==> src/design/vcc_consts.svh <==
`ifndef VCC_CONSTS_SVH
`define VCC_CONSTS_SVH
// travel and position word width
`define VCC_TW          32
// axes and clutch sides
`define VCC_AXES        32
`define VCC_AXES_SMALL  8
`define VCC_SIDES       2
// mode select codes
`define VCC_MODE_ONOFF  3'h0
`define VCC_MODE_ADDR   3'h1
`define VCC_MODE_ADDR2  3'h2
`define VCC_MODE_ONESHOT 3'h3
`define VCC_MODE_EXTIN  3'h4
`define VCC_MODE_MAX    3'h4
// smoothing systems
`define VCC_SM_DIRECT   2'h0
`define VCC_SM_TCONST   2'h1
`define VCC_SM_EXP      2'h2
`define VCC_SM_LINEAR   2'h3
// fifo depth in front of the clutch
`define VCC_FIFO_DEPTH  8
// operation cycle length in core clocks
`define VCC_OPCYC_CLKS  16'h0010
`endif

==> src/design/vcc_pkg.sv <==
package vcc_pkg;
  // clutch parameter set steering one clutch
  typedef struct packed {
    logic [2:0]  mode;       // requested operation mode
    logic [1:0]  smooth;     // smoothing system
    logic [31:0] on_addr;    // engage address
    logic [31:0] off_addr;   // disengage address
    logic [31:0] slip;       // slippage amount
    logic [31:0] inpos;      // slippage in-position range
    logic [7:0]  tc_shift;   // time-constant shift
    logic [31:0] pre_travel; // one-shot travel before engage
    logic [31:0] post_travel;// one-shot travel after engage
    logic        enc_incr;   // drive is incremental encoder
  } vcc_cfg_t;
  // clutch state machine
  typedef enum logic [1:0] {
    VCC_OFF = 2'b01,
    VCC_ON  = 2'b10
  } vcc_state_t;
endpackage : vcc_pkg

==> src/design/vcc_clutch.sv <==
`timescale 1ns/1ps
`default_nettype none
`include "vcc_consts.svh"
// What this block does
// - engaged passes pulses, disengaged blocks them
// - time constant fixed, slippage follows speed
// - time constant resmooths on later travel change
// - slippage systems keep slippage amount constant
// - slippage systems pass later changes directly
// - linear system ramps to programmed slippage
// - done flag clears at start, sets in-range
// - five operation modes supported
// - command mode follows the command bit
// - command mode switches within one cycle
// - bad mode flags error, keeps old mode
// - mode changes accepted at any time
// - external mode needs incremental encoder
// - address mode compares engage/disengage addresses
// - address mode 2 compares after command
// - one-shot uses travel before/after engage
// - one command bit per axis side
// - status flag shows engaged state
// - direct clutch switches without smoothing
// - status refreshed every operation cycle
// - codes 1 and 2 select address modes
module vcc_clutch (
  input  wire logic                core_clk_in,
  input  wire logic                srst_in,
  input  wire vcc_pkg::vcc_cfg_t   cfg_in,          // clutch parameters
  input  wire logic                clutch_command_bit_in, // per-side command bit
  input  wire logic                encoder_start_input_in, // pin, async
  input  wire logic signed [31:0]  drive_pos_in,    // drive current value
  input  wire logic                pulse_valid_in,  // input travel valid
  output logic                     pulse_ready_out, // fifo back-pressure
  input  wire logic signed [31:0]  pulse_travel_in, // input travel per cycle
  output logic                     out_valid_out,   // output travel strobe
  output logic signed [31:0]       out_travel_out,  // output travel
  output logic                     op_cycle_out,    // operation cycle tick
  output logic                     clutch_status_out,   // engaged flag
  output logic                     smoothing_done_flag_out,
  output logic                     mode_error_out,  // bad mode select
  output logic [2:0]               mode_out         // accepted mode
);
  vcc_pkg::vcc_state_t state_reg;       // clutch state
  logic [15:0]         cyc_reg;         // operation cycle counter
  logic                tick;            // one operation cycle
  logic [2:0]          mode_reg;        // accepted mode
  logic                err_reg;         // mode error
  logic                cmd_q_reg;       // previous command bit
  logic                start_s1_reg;    // synchroniser stage 1
  logic                start_s2_reg;    // synchroniser stage 2
  logic                armed_reg;       // address mode 2 armed
  logic                shot_reg;        // one-shot in progress
  logic signed [31:0]  shot_on_reg;     // one-shot engage point
  logic signed [31:0]  shot_off_reg;    // one-shot disengage point
  logic signed [31:0]  rem_reg;         // remaining slippage
  logic signed [31:0]  acc_reg;         // smoothed output rate
  logic                done_reg;        // smoothing done
  logic                smooth_act_reg;  // smoothing active
  logic signed [31:0]  last_in_reg;     // last input travel
  logic signed [31:0]  out_reg;         // output travel
  logic                outv_reg;        // output strobe
  logic                engage_next;     // engage decision
  logic                fifo_v;
  logic signed [31:0]  fifo_d;
  logic signed [31:0]  in_trav;
  logic signed [31:0]  step;
  logic signed [31:0]  rem_new;         // remaining slippage after this cycle

  // magnitude helper for the slippage bookkeeping
  function automatic logic signed [31:0] vcc_abs(input logic signed [31:0] v);
    vcc_abs = (v < 0) ? -v : v;
  endfunction : vcc_abs

  // input travel buffer, drained once per operation cycle
  vcc_fifo #(.WIDTH(32), .DEPTH(`VCC_FIFO_DEPTH)) u_fifo (
    .core_clk_in  (core_clk_in),
    .srst_in      (srst_in),
    .in_valid_in  (pulse_valid_in),
    .in_ready_out (pulse_ready_out),
    .in_data_in   (pulse_travel_in),
    .out_valid_out(fifo_v),
    .out_ready_in (tick),
    .out_data_out (fifo_d)
  );
  assign in_trav = (tick && fifo_v) ? fifo_d : 32'sh0;

  // operation cycle timer
  always_ff @(posedge core_clk_in) begin
    if (srst_in) cyc_reg <= 16'h0000;
    else cyc_reg <= tick ? 16'h0000 : cyc_reg + 16'h0001;
  end
  assign tick = (cyc_reg == `VCC_OPCYC_CLKS - 16'h0001);

  // start input synchroniser
  always_ff @(posedge core_clk_in) begin
    if (srst_in) begin
      start_s1_reg <= 1'b0;
      start_s2_reg <= 1'b0;
    end else begin
      start_s1_reg <= encoder_start_input_in;
      start_s2_reg <= start_s1_reg;
    end
  end

  // mode acceptance, any time
  always_ff @(posedge core_clk_in) begin
    if (srst_in) begin
      mode_reg <= `VCC_MODE_ONOFF;
      err_reg  <= 1'b0;
    end else if (cfg_in.mode > `VCC_MODE_MAX ||
                 (cfg_in.mode == `VCC_MODE_EXTIN && !cfg_in.enc_incr)) begin
      err_reg <= 1'b1;                // keep previous mode
    end else begin
      mode_reg <= cfg_in.mode;
      err_reg  <= 1'b0;
    end
  end

  // engage decision per mode
  always_comb begin
    engage_next = (state_reg == vcc_pkg::VCC_ON);
    unique case (mode_reg)
      `VCC_MODE_ONOFF: engage_next = clutch_command_bit_in;
      `VCC_MODE_ADDR: begin
        if (clutch_command_bit_in && drive_pos_in == $signed(cfg_in.on_addr))
          engage_next = 1'b1;
        if (!clutch_command_bit_in && drive_pos_in == $signed(cfg_in.off_addr))
          engage_next = 1'b0;
      end
      `VCC_MODE_ADDR2: begin
        if (armed_reg && drive_pos_in == $signed(cfg_in.on_addr))
          engage_next = 1'b1;
        if (armed_reg && drive_pos_in == $signed(cfg_in.off_addr))
          engage_next = 1'b0;
      end
      `VCC_MODE_ONESHOT: begin
        if (shot_reg && drive_pos_in == shot_on_reg) engage_next = 1'b1;
        if (shot_reg && drive_pos_in == shot_off_reg) engage_next = 1'b0;
      end
      `VCC_MODE_EXTIN: engage_next = clutch_command_bit_in && start_s2_reg;
      default: engage_next = 1'b0;
    endcase
  end

  // arming for address mode 2 and one-shot
  always_ff @(posedge core_clk_in) begin
    if (srst_in) begin
      cmd_q_reg    <= 1'b0;
      armed_reg    <= 1'b0;
      shot_reg     <= 1'b0;
      shot_on_reg  <= 32'sh0;
      shot_off_reg <= 32'sh0;
    end else begin
      cmd_q_reg <= clutch_command_bit_in;
      armed_reg <= clutch_command_bit_in ? 1'b1 :
                   (state_reg == vcc_pkg::VCC_OFF ? 1'b0 : armed_reg);
      if (clutch_command_bit_in && !cmd_q_reg) begin
        shot_reg     <= 1'b1;
        shot_on_reg  <= drive_pos_in + $signed(cfg_in.pre_travel);
        shot_off_reg <= drive_pos_in + $signed(cfg_in.pre_travel)
                        + $signed(cfg_in.post_travel);
      end else if (tick && drive_pos_in == shot_off_reg) begin
        // held until the cycle boundary so the disengage is not lost
        shot_reg <= 1'b0;
      end
    end
  end

  // clutch state, switched on an operation cycle boundary
  always_ff @(posedge core_clk_in) begin
    if (srst_in) state_reg <= vcc_pkg::VCC_OFF;
    else if (tick) state_reg <= engage_next ? vcc_pkg::VCC_ON : vcc_pkg::VCC_OFF;
  end

  // per-cycle output rate step for the smoothing systems
  always_comb begin
    step = 32'sh0;
    unique case (cfg_in.smooth)
      `VCC_SM_TCONST: step = (in_trav - acc_reg) >>> cfg_in.tc_shift;
      `VCC_SM_EXP:    step = (in_trav - acc_reg) >>> 2;
      `VCC_SM_LINEAR: step = (in_trav > acc_reg) ? 32'sh1 :
                             ((in_trav < acc_reg) ? -32'sh1 : 32'sh0);
      `VCC_SM_DIRECT: step = in_trav - acc_reg;
    endcase
  end
  // shortfall of this cycle's output against its input, booked off the slip
  assign rem_new = rem_reg - vcc_abs(in_trav - acc_reg - step);

  // smoothing, slippage accounting and output
  always_ff @(posedge core_clk_in) begin
    if (srst_in) begin
      acc_reg        <= 32'sh0;
      rem_reg        <= 32'sh0;
      done_reg       <= 1'b1;
      smooth_act_reg <= 1'b0;
      last_in_reg    <= 32'sh0;
      out_reg        <= 32'sh0;
      outv_reg       <= 1'b0;
    end else begin
      outv_reg <= tick;
      if (tick) begin
        last_in_reg <= in_trav;
        if (engage_next != (state_reg == vcc_pkg::VCC_ON)) begin
          smooth_act_reg <= (cfg_in.smooth != `VCC_SM_DIRECT);
          done_reg       <= (cfg_in.smooth == `VCC_SM_DIRECT);
          rem_reg        <= $signed(cfg_in.slip);
        end else if (smooth_act_reg) begin
          rem_reg <= rem_new;
          if (rem_new < $signed(cfg_in.inpos)) begin
            done_reg       <= 1'b1;
            smooth_act_reg <= 1'b0;
          end
        end else if (cfg_in.smooth == `VCC_SM_TCONST && in_trav != last_in_reg
                     && state_reg == vcc_pkg::VCC_ON) begin
          smooth_act_reg <= 1'b1;
          done_reg       <= 1'b0;
        end
        if (!engage_next) begin
          acc_reg <= smooth_act_reg ? acc_reg + ((32'sh0 - acc_reg) >>> 1) : 32'sh0;
        end else if (smooth_act_reg) begin
          acc_reg <= acc_reg + step;
        end else begin
          acc_reg <= in_trav;
        end
        out_reg <= engage_next ? (smooth_act_reg ? acc_reg + step : in_trav) :
                   (smooth_act_reg ? acc_reg >>> 1 : 32'sh0);
      end
    end
  end

  assign out_valid_out           = outv_reg;
  assign out_travel_out          = out_reg;
  assign op_cycle_out            = tick;
  assign clutch_status_out       = (state_reg == vcc_pkg::VCC_ON);
  assign smoothing_done_flag_out = done_reg;
  assign mode_error_out          = err_reg;
  assign mode_out                = mode_reg;

  // engaged clutch in direct mode forwards input unchanged
  a_direct_pass: assert property (@(posedge core_clk_in) disable iff (srst_in)
    tick && engage_next && !smooth_act_reg |=> out_reg == $past(in_trav))
    else $error("direct engaged travel not passed");
  a_off_blocks: assert property (@(posedge core_clk_in) disable iff (srst_in)
    tick && !engage_next && !smooth_act_reg |=> out_reg == 32'sh0)
    else $error("disengaged clutch leaked travel");
  a_bad_mode_hold: assert property (@(posedge core_clk_in) disable iff (srst_in)
    cfg_in.mode > `VCC_MODE_MAX |=> mode_reg == $past(mode_reg) && err_reg)
    else $error("illegal mode not rejected");
  a_onoff_follow: assert property (@(posedge core_clk_in) disable iff (srst_in)
    tick && mode_reg == `VCC_MODE_ONOFF |=> clutch_status_out == $past(clutch_command_bit_in))
    else $error("command mode state mismatch");
  a_cycle_switch: assert property (@(posedge core_clk_in) disable iff (srst_in)
    !tick |=> state_reg == $past(state_reg))
    else $error("state changed between cycles");
  a_done_clears: assert property (@(posedge core_clk_in) disable iff (srst_in)
    tick && engage_next != clutch_status_out && cfg_in.smooth != `VCC_SM_DIRECT
    |=> !done_reg)
    else $error("done flag not cleared at start");
  a_ext_gate: assert property (@(posedge core_clk_in) disable iff (srst_in)
    tick && mode_reg == `VCC_MODE_EXTIN && !start_s2_reg |=> !clutch_status_out)
    else $error("external mode engaged without start");
  a_tick_period: assert property (@(posedge core_clk_in) disable iff (srst_in)
    tick |=> !tick [*8])
    else $error("operation cycle too short");
  c_engage: cover property (@(posedge core_clk_in) $rose(clutch_status_out));
  c_smooth_done: cover property (@(posedge core_clk_in) $rose(done_reg));
  c_mode_err: cover property (@(posedge core_clk_in) $rose(err_reg));
endmodule : vcc_clutch
`default_nettype wire

==> src/design/vcc_fifo.sv <==
`timescale 1ns/1ps
`default_nettype none
// small flop fifo with valid/ready on both sides
module vcc_fifo #(
  parameter int WIDTH = 32,
  parameter int DEPTH = 8
) (
  input  wire logic             core_clk_in,
  input  wire logic             srst_in,
  input  wire logic             in_valid_in,
  output logic                  in_ready_out,
  input  wire logic [WIDTH-1:0] in_data_in,
  output logic                  out_valid_out,
  input  wire logic             out_ready_in,
  output logic      [WIDTH-1:0] out_data_out
);
  localparam int AW = $clog2(DEPTH);
  logic [WIDTH-1:0] mem_reg [DEPTH];  // storage
  logic [AW-1:0]    wr_reg;           // write index
  logic [AW-1:0]    rd_reg;           // read index
  logic [AW:0]      cnt_reg;          // fill level
  logic             push;
  logic             pop;
  assign in_ready_out  = (cnt_reg < (AW+1)'(DEPTH));  // room for one more word
  assign out_valid_out = (cnt_reg != '0);
  assign out_data_out  = mem_reg[rd_reg];
  assign push = in_valid_in && in_ready_out;
  assign pop  = out_valid_out && out_ready_in;
  // storage write
  always_ff @(posedge core_clk_in) begin
    if (push) begin
      mem_reg[wr_reg] <= in_data_in;
    end
  end
  // pointers and level
  always_ff @(posedge core_clk_in) begin
    if (srst_in) begin
      wr_reg  <= '0;
      rd_reg  <= '0;
      cnt_reg <= '0;
    end else begin
      if (push) wr_reg <= (wr_reg == AW'(DEPTH-1)) ? '0 : wr_reg + 1'b1;
      if (pop)  rd_reg <= (rd_reg == AW'(DEPTH-1)) ? '0 : rd_reg + 1'b1;
      cnt_reg <= cnt_reg + (AW+1)'(push) - (AW+1)'(pop);
    end
  end
endmodule : vcc_fifo
`default_nettype wire

==> config.mk <==
export PLATFORM = sky130hd
export DESIGN_NAME = vcc_clutch
export DESIGN_NICKNAME = d
export VERILOG_FILES = /design/src/design/vcc_pkg.sv /design/src/design/vcc_clutch.sv /design/src/design/vcc_fifo.sv
export VERILOG_INCLUDE_DIRS = /design/src /design/src/design
export SDC_FILE = /design/constraint.sdc
export NUM_CORES = 2
export LEC_CHECK = 0
export BUFFER_PORTS_ARGS = -buffer_cell sky130_fd_sc_hd__buf_2
export CAP_MARGIN = 20
export CORE_UTILIZATION = 29
export CTS_BUF_LIST = sky130_fd_sc_hd__clkbuf_16
export CTS_CLUSTER_DIAMETER = 100
export DETAILED_ROUTE_END_ITERATION = 16
export PLACE_DENSITY = 0.49
export SLEW_MARGIN = 20
export SYNTH_ARGS = -nofsm -noshare
export SYNTH_HDL_FRONTEND = slang
export SYNTH_HIERARCHICAL = 1
export SYNTH_SLANG_ARGS = --single-unit
==> constraint.sdc <==
create_clock -name core_clk_in -period 11.5 [get_ports core_clk_in]
set_input_delay 0.575 -clock core_clk_in [delete_from_list [all_inputs] [get_ports core_clk_in]]
set_output_delay 0.575 -clock core_clk_in [all_outputs]
set_load 0.1 [all_outputs]
---- Word-level counts from Yosys, hierarchy flattened ----
Memory sizes are Yosys's and may differ from the RTL's. A register that Yosys moved wholly into a read port is not among the register bits.
Cells that the tools add are included.
W data, S select, Z words.
operators by class
  muxes and demuxes ....................... 39
  reductions and logical operators ........ 29
  eq/ne operators ......................... 20
  add/sub/neg operators ................... 14
  $lt $le $gt $ge ......................... 6
  shift-type cells ........................ 1
operator list
  kind                     count
  $mux W32                 11
  $eq A32 B32 Y1           4
  $pmux W32 S4             1
  $add A32 B32 Y32         3
  $sub A32 B32 Y32         3
  $lt A32 B32 Y1           2
  $add A32 B31 Y32         1
  $gt A32 B32 Y1           1
  $lt A32 B1 Y1 const B    1
  $ne A32 B32 Y1           1
  $neg A32 Y32             1
  $sshr A32 B8 Y32         1
  $sub A1 B32 Y32 const A  1
  $mux W1                  21
  $add A16 B1 Y16 const B  1
  $eq A16 B4 Y1 const B    1
  $logic_and A1 B1 Y1      14
  $eq A3 B3 Y1 const B     4
  $mux W3                  4
  $reduce_bool A2 Y1       4
  $add A3 B1 Y3 const B    2
  $eq A2 B2 Y1 const B     3
  $eq A3 B2 Y1 const B     2
  $pmux W1 S5              1
  18 further kinds         21
word-level totals
  logic and storage cells ................. 131
  flip-flop bits (word level) ............. 232
  memory bits (writable) .................. 256
  input bits .............................. 275
  memories kept ........................... 1
  output and inout bits ................... 41
memory list
  name            words  bits a word  read ports  clocked after memory_dff  write ports  line            source
  u_fifo.mem_reg  8      32           1           1                         1            vcc_fifo.sv:18  logic [WIDTH-1:0] mem_reg [DEPTH];

---- Logic depth before layout (Yosys ltp) ----
  depth in word-level cells ............... 15
  depth in mapped cells ................... 61
  depth with buffers taken out ............ 56

---- Modules after synthesis ----
Netlist, hierarchy kept.
by module, submodules not included
  module      area an instance (sq um)  cells each  instances  sequential area each (sq um)
  vcc_clutch  27272.4                   3790        1          4444.3
  vcc_fifo    10467.5                   449         1          7947.6

---- Least setup slack after synthesis ----
No wires, ideal clock.
  path type ............................... flip-flop to flip-flop
  from .................................... reg u_fifo.cnt_reg[3]
  to ...................................... reg smooth_act_reg
  clock period less this slack ............ 12.433 ns
  data arrival time ....................... 12.307 ns
  path buffers ............................ 5
  required time ........................... 11.375 ns
  setup slack ............................. -0.933 ns
  stages on the path, launching flop included .. 54
  path through ............................ dfxtp_1 inv_1 ha_1 or3b_1 clkbuf_1 and2_1 clkbuf_1 clkbuf_1 clkbuf_1 buf_1 nand2_1 inv_1 ha_1 and4_1 a21boi_0 o311ai_0 a211o_1 a31oi_1 [18 not listed] ha_1 or4_1 nor2_1 nor2_1 o21ai_0 o21ai_0 a41oi_1 nand2b_1 a21oi_1 xnor2_1 ha_1 a21o_1 a21oi_1 and3_1 nand3b_1 a21oi_1 nor2_1 o41a_1
between the ends
  word-level cells in the longest chain between the ends .. 15
  elaborated cells between the ends (all ways) .. 23
  those cells by class .................... add/sub (4); order compare (4); eq/ne (1); shift (1); mux (9); reduce/logical (4)
RTL lines
  item                                                                       line               source
  start, declared                                                            vcc_fifo.sv:21     logic [AW:0] cnt_reg;
  start signal, assigned                                                     vcc_fifo.sv:44     cnt_reg <= cnt_reg + (AW+1)'(push) - (AW+1)'(pop);
  $reduce_bool A4 Y1 *                                                       vcc_fifo.sv:25     assign out_valid_out = (cnt_reg != '0);
  named net fifo_v                                                           vcc_clutch.sv:64   logic fifo_v;
  $logic_and A1 B1 Y1 *                                                      vcc_clutch.sv:86   assign in_trav = (tick && fifo_v) ? fifo_d : 32'sh0;
  $mux W32 *                                                                 vcc_clutch.sv:86
  named net in_trav[3]                                                       vcc_clutch.sv:66   logic signed [31:0] in_trav;
  parallel branches: the longest is 10 deep, another holds $sub A32 B32 Y32  -
  $mux W1 *                                                                  vcc_clutch.sv:208  end else if (smooth_act_reg) begin
  $mux W1 *                                                                  vcc_clutch.sv:204  if (engage_next != (state_reg == vcc_pkg::VCC_ON)) begin
  end signal, assigned                                                       vcc_clutch.sv:205  smooth_act_reg <= (cfg_in.smooth != `VCC_SM_DIRECT);
  end, declared                                                              vcc_clutch.sv:59   logic smooth_act_reg;
Mark *: on every way through the listed nets, which the timed path passes.
A chain may end at the register's enable or synchronous reset.

==> reports/results.txt <==
Sequential area share after synthesis -> 0.3283
CP Max Fanout -> 6
Reg power frac -> 0.381
FF+latch count, synth -> 491
Fraction of layout cells with a size suffix above 1 -> 0.2978
Cell taking the most area after synthesis -> edfxtp_1
FMAX -> 86.37 MHz
Initial DRC Count -> 2456
Clock power share -> 0.359
Startpoint types -> flop
Placed instance area -> 0.04619 sq mm
Routed WL -> 152500 microns
Post-Synth XOR/XNOR Area -> 0.09329
Sw Ratio -> 0.3084
CTS tree -> built
Leak -> 21.47 nW
Worst Path Arrival -> 12100 ps
Max Used Layer -> met5
Power density cells -> 102.2 mW/mm^2
Buffers on Ports -> 315
Max-slew headroom -> 0.2972
Area share of and/or/nand/nor cells after synthesis -> 0.1590
Mean Syn Cell Area -> 8.903 sq um
Post-layout nets -> 5754
Period Utilization, post-route -> 1.007
Largest family of logic cells by synthesized area -> compound AO/OA/AOI/OAI gates
Routed Antenna Nets -> 0
Worst-Skew Late Latency -> 690 ps
Setup-failing EPs final -> 1
Root Driver -> clkbuf_16
Max FFs per register -> 256
Commonest cells post-synth -> nand2_1 (433), a21oi_1 (423), nor2_1 (318)
GP Congestion -> 0.9719
Setup CP Type -> flop to flop
Asr flop ratio synth -> 0
First-pass DRT Iterations -> 5
Pint -> 0.003553 W
Initial core utilization -> 0.2941
CP dominant cell by count -> buf_4
Overall power -> 0.005138 W
Htree depth -> 2
Post-DP HPWL -> 118500 microns
Initial antenna violation count -> 3
Bufs and invs on worst path -> 9
Mux cell area share after synthesis -> 0.07430
Slowest Stage Delay on Critical Path -> 540 ps
Final worst slack -> -77.98 ps
Met1 WL -> 70090 microns
Compound-cell area share of the yosys netlist -> 0.2131
Post-layout util -> 0.3918
Post-synth cell types -> 91
Final Cell Area -> 0.05028 sq mm
Die height -> 362.7 microns
Top-count cell post-synth -> nand2_1
Highest-delay cell along the critical path -> mux4_1
Wire per inst -> 21.84 microns
P_sw -> 0.001584 W
Family with the most delay on the worst path -> simple AND/OR/NAND/NOR gates
DRC -> 0
CP Capture Type -> flop
Vias in the first global route -> 35730
Largest net degree at the start of global routing -> 68
Comb pwr share -> 0.260
Wire length on met2 -> 69240 microns
Yosys top cell area share -> 0.2037
Setup TNS -> -77.98 ps
EDFF count, synth -> 256
Final Hold Fails -> 0
Die width -> 362.7 microns
Vias per cell -> 5.237
Worst-margin pin slew -> 1050 ps
Primary FF master, synth -> edfxtp_1
Maximum VDD drop -> 0.1402 mV
Syn nets -> 4785
Max Slew Vio Count -> 0
Main area contributors after synthesis -> edfxtp_1 (20%), dfxtp_1 (12%), ha_1 (8.8%)
Unrepaired setup endpoints after global routing -> yes
Mapped Area -> 0.03774 sq mm
First-pass GRT wire length -> 225900 microns
P&R area growth vs syn -> 33.22%
All-layer global routing usage -> 0.2245
Status -> finished with violations
Yosys warning total -> 6
Grt ovf -> 0
CTS Buf Count -> 57
Rows -> 131
Max clock buf depth -> 3
Core ar. -> 0.1283 sq mm
HP Class -> input port to flop
Vias -> 36580
Max-cap violation count -> 0
Critical Path RT -> 12020 ps
Total die area -> 0.1316 sq mm
# fillers -> 13070
# IOs -> 316
Post-Syn Instances -> 4239
Synth Area in Adders -> 0.09124
Clock period minus worst slack -> 11580 ps
Metal3 WL -> 8661 microns
Worst-path clk slew -> 60 ps
Violated checks -> setup timing
CTS Sinks -> 491
Clock Skew -> 49.57 ps
## timing repair
action                                 in CTS  in global routing
hold buffers                                0                  0
pin swaps                                  91                 60
setup endpoints to repair                   2                  2
buffers inserted                           67                 21
gates cloned                                3                  1
resized for setup                         207                113
endpoints found under the hold margin       0                  0
## metal layers
metal / up-vias / track usage
li1: 17640 / -
met1: 17660 / 0.3061
met2: 1075 / 0.3651
met3: 212 / 0.03346
met4: 2 / 0.06495
met5: - / 0
## area by class of cell
type	instances	area (sq um)	share of cell area
clock buffers	57	1426	0.02837
clock inverters	49	462.9	0.009208
inverters	205	773.2	0.01538
multi-input cells	3359	25350	0.5042
repair buffers	1094	7700	0.1531
flip-flops and latches	491	12400	0.2466
diodes	1	2.502	0.00004977
well taps	1729	2163	0.04303
## kinds of logic after synthesis
family	count (synthesis)
AOI/OAI and AO/OA	1258
xor gates and xnor gates	402
adders and majority gates	271
buffers and inverters	389
DFF	491
muxes	168
and+or+nand+nor	1260
## cells in the final DEF, fill, tap and decap left out, types with 53 or more instances in the layout
cell       netlist  final
xnor2_1        256    246
nand2b_1        55     53
buf_2            4    314
nand4_1         62     62
xor2_1         146    142
a21oi_1        423    387
dfxtp_1        235    231
mux4_2          46     56
a21o_1          94     93
nand2_1        433    411
nor2_1         318    307
a211oi_1        65     55
buf_4            2    750
nand3_1         75     73
clkbuf_16        0     57
ha_1           264    236
o21ai_0        250    216
edfxtp_1       256    256
nor3_1          70     59
inv_1          201    208
## metrics by stage
stage,instances,hold slack [ps],setup slack (ps)
2_1_floorplan,4239,413.8,26.13
3_3_place_gp,6788,428.1,-641.3
3_5_place_dp,6788,435.0,-752.3
4_1_cts,6963,107.2,1.451
5_1_grt,6985,125.3,-416.9
6_report,6985,152.6,-77.98
## final timing paths
| check | depth (start not counted) | slack, ps | startpoint | end |
|---|---|---|---|---|
| hold / removal | 1 | 150 | pulse_travel_in[9] | u_fifo/mem_reg[0][9]$_DFFE_PP_ |
| setup reg to reg | 52 | -80 | flop | smooth_act_reg$_SDFFE_PP0P_ |
| setup / recovery | 52 | -80 | flop | smooth_act_reg$_SDFFE_PP0P_ |
| hold reg to reg | 1 | 450 | start_s1_reg$_SDFF_PP0_ | start_s2_reg$_SDFF_PP0_ |
## power by group through the flow
stage / sequential [W] / clock [W] / combinational [W]
2_1_floorplan: 0.00199 / 0 / 0.000769
3_3_place_gp: 0.00199 / 0 / 0.00128
3_5_place_dp: 0.00199 / 0 / 0.00127
4_1_cts: 0.00195 / 0.00190 / 0.00131
5_1_grt: 0.00196 / 0.00196 / 0.00146
6_report: 0.00196 / 0.00185 / 0.00134
(Power assumes the default switching activity.)
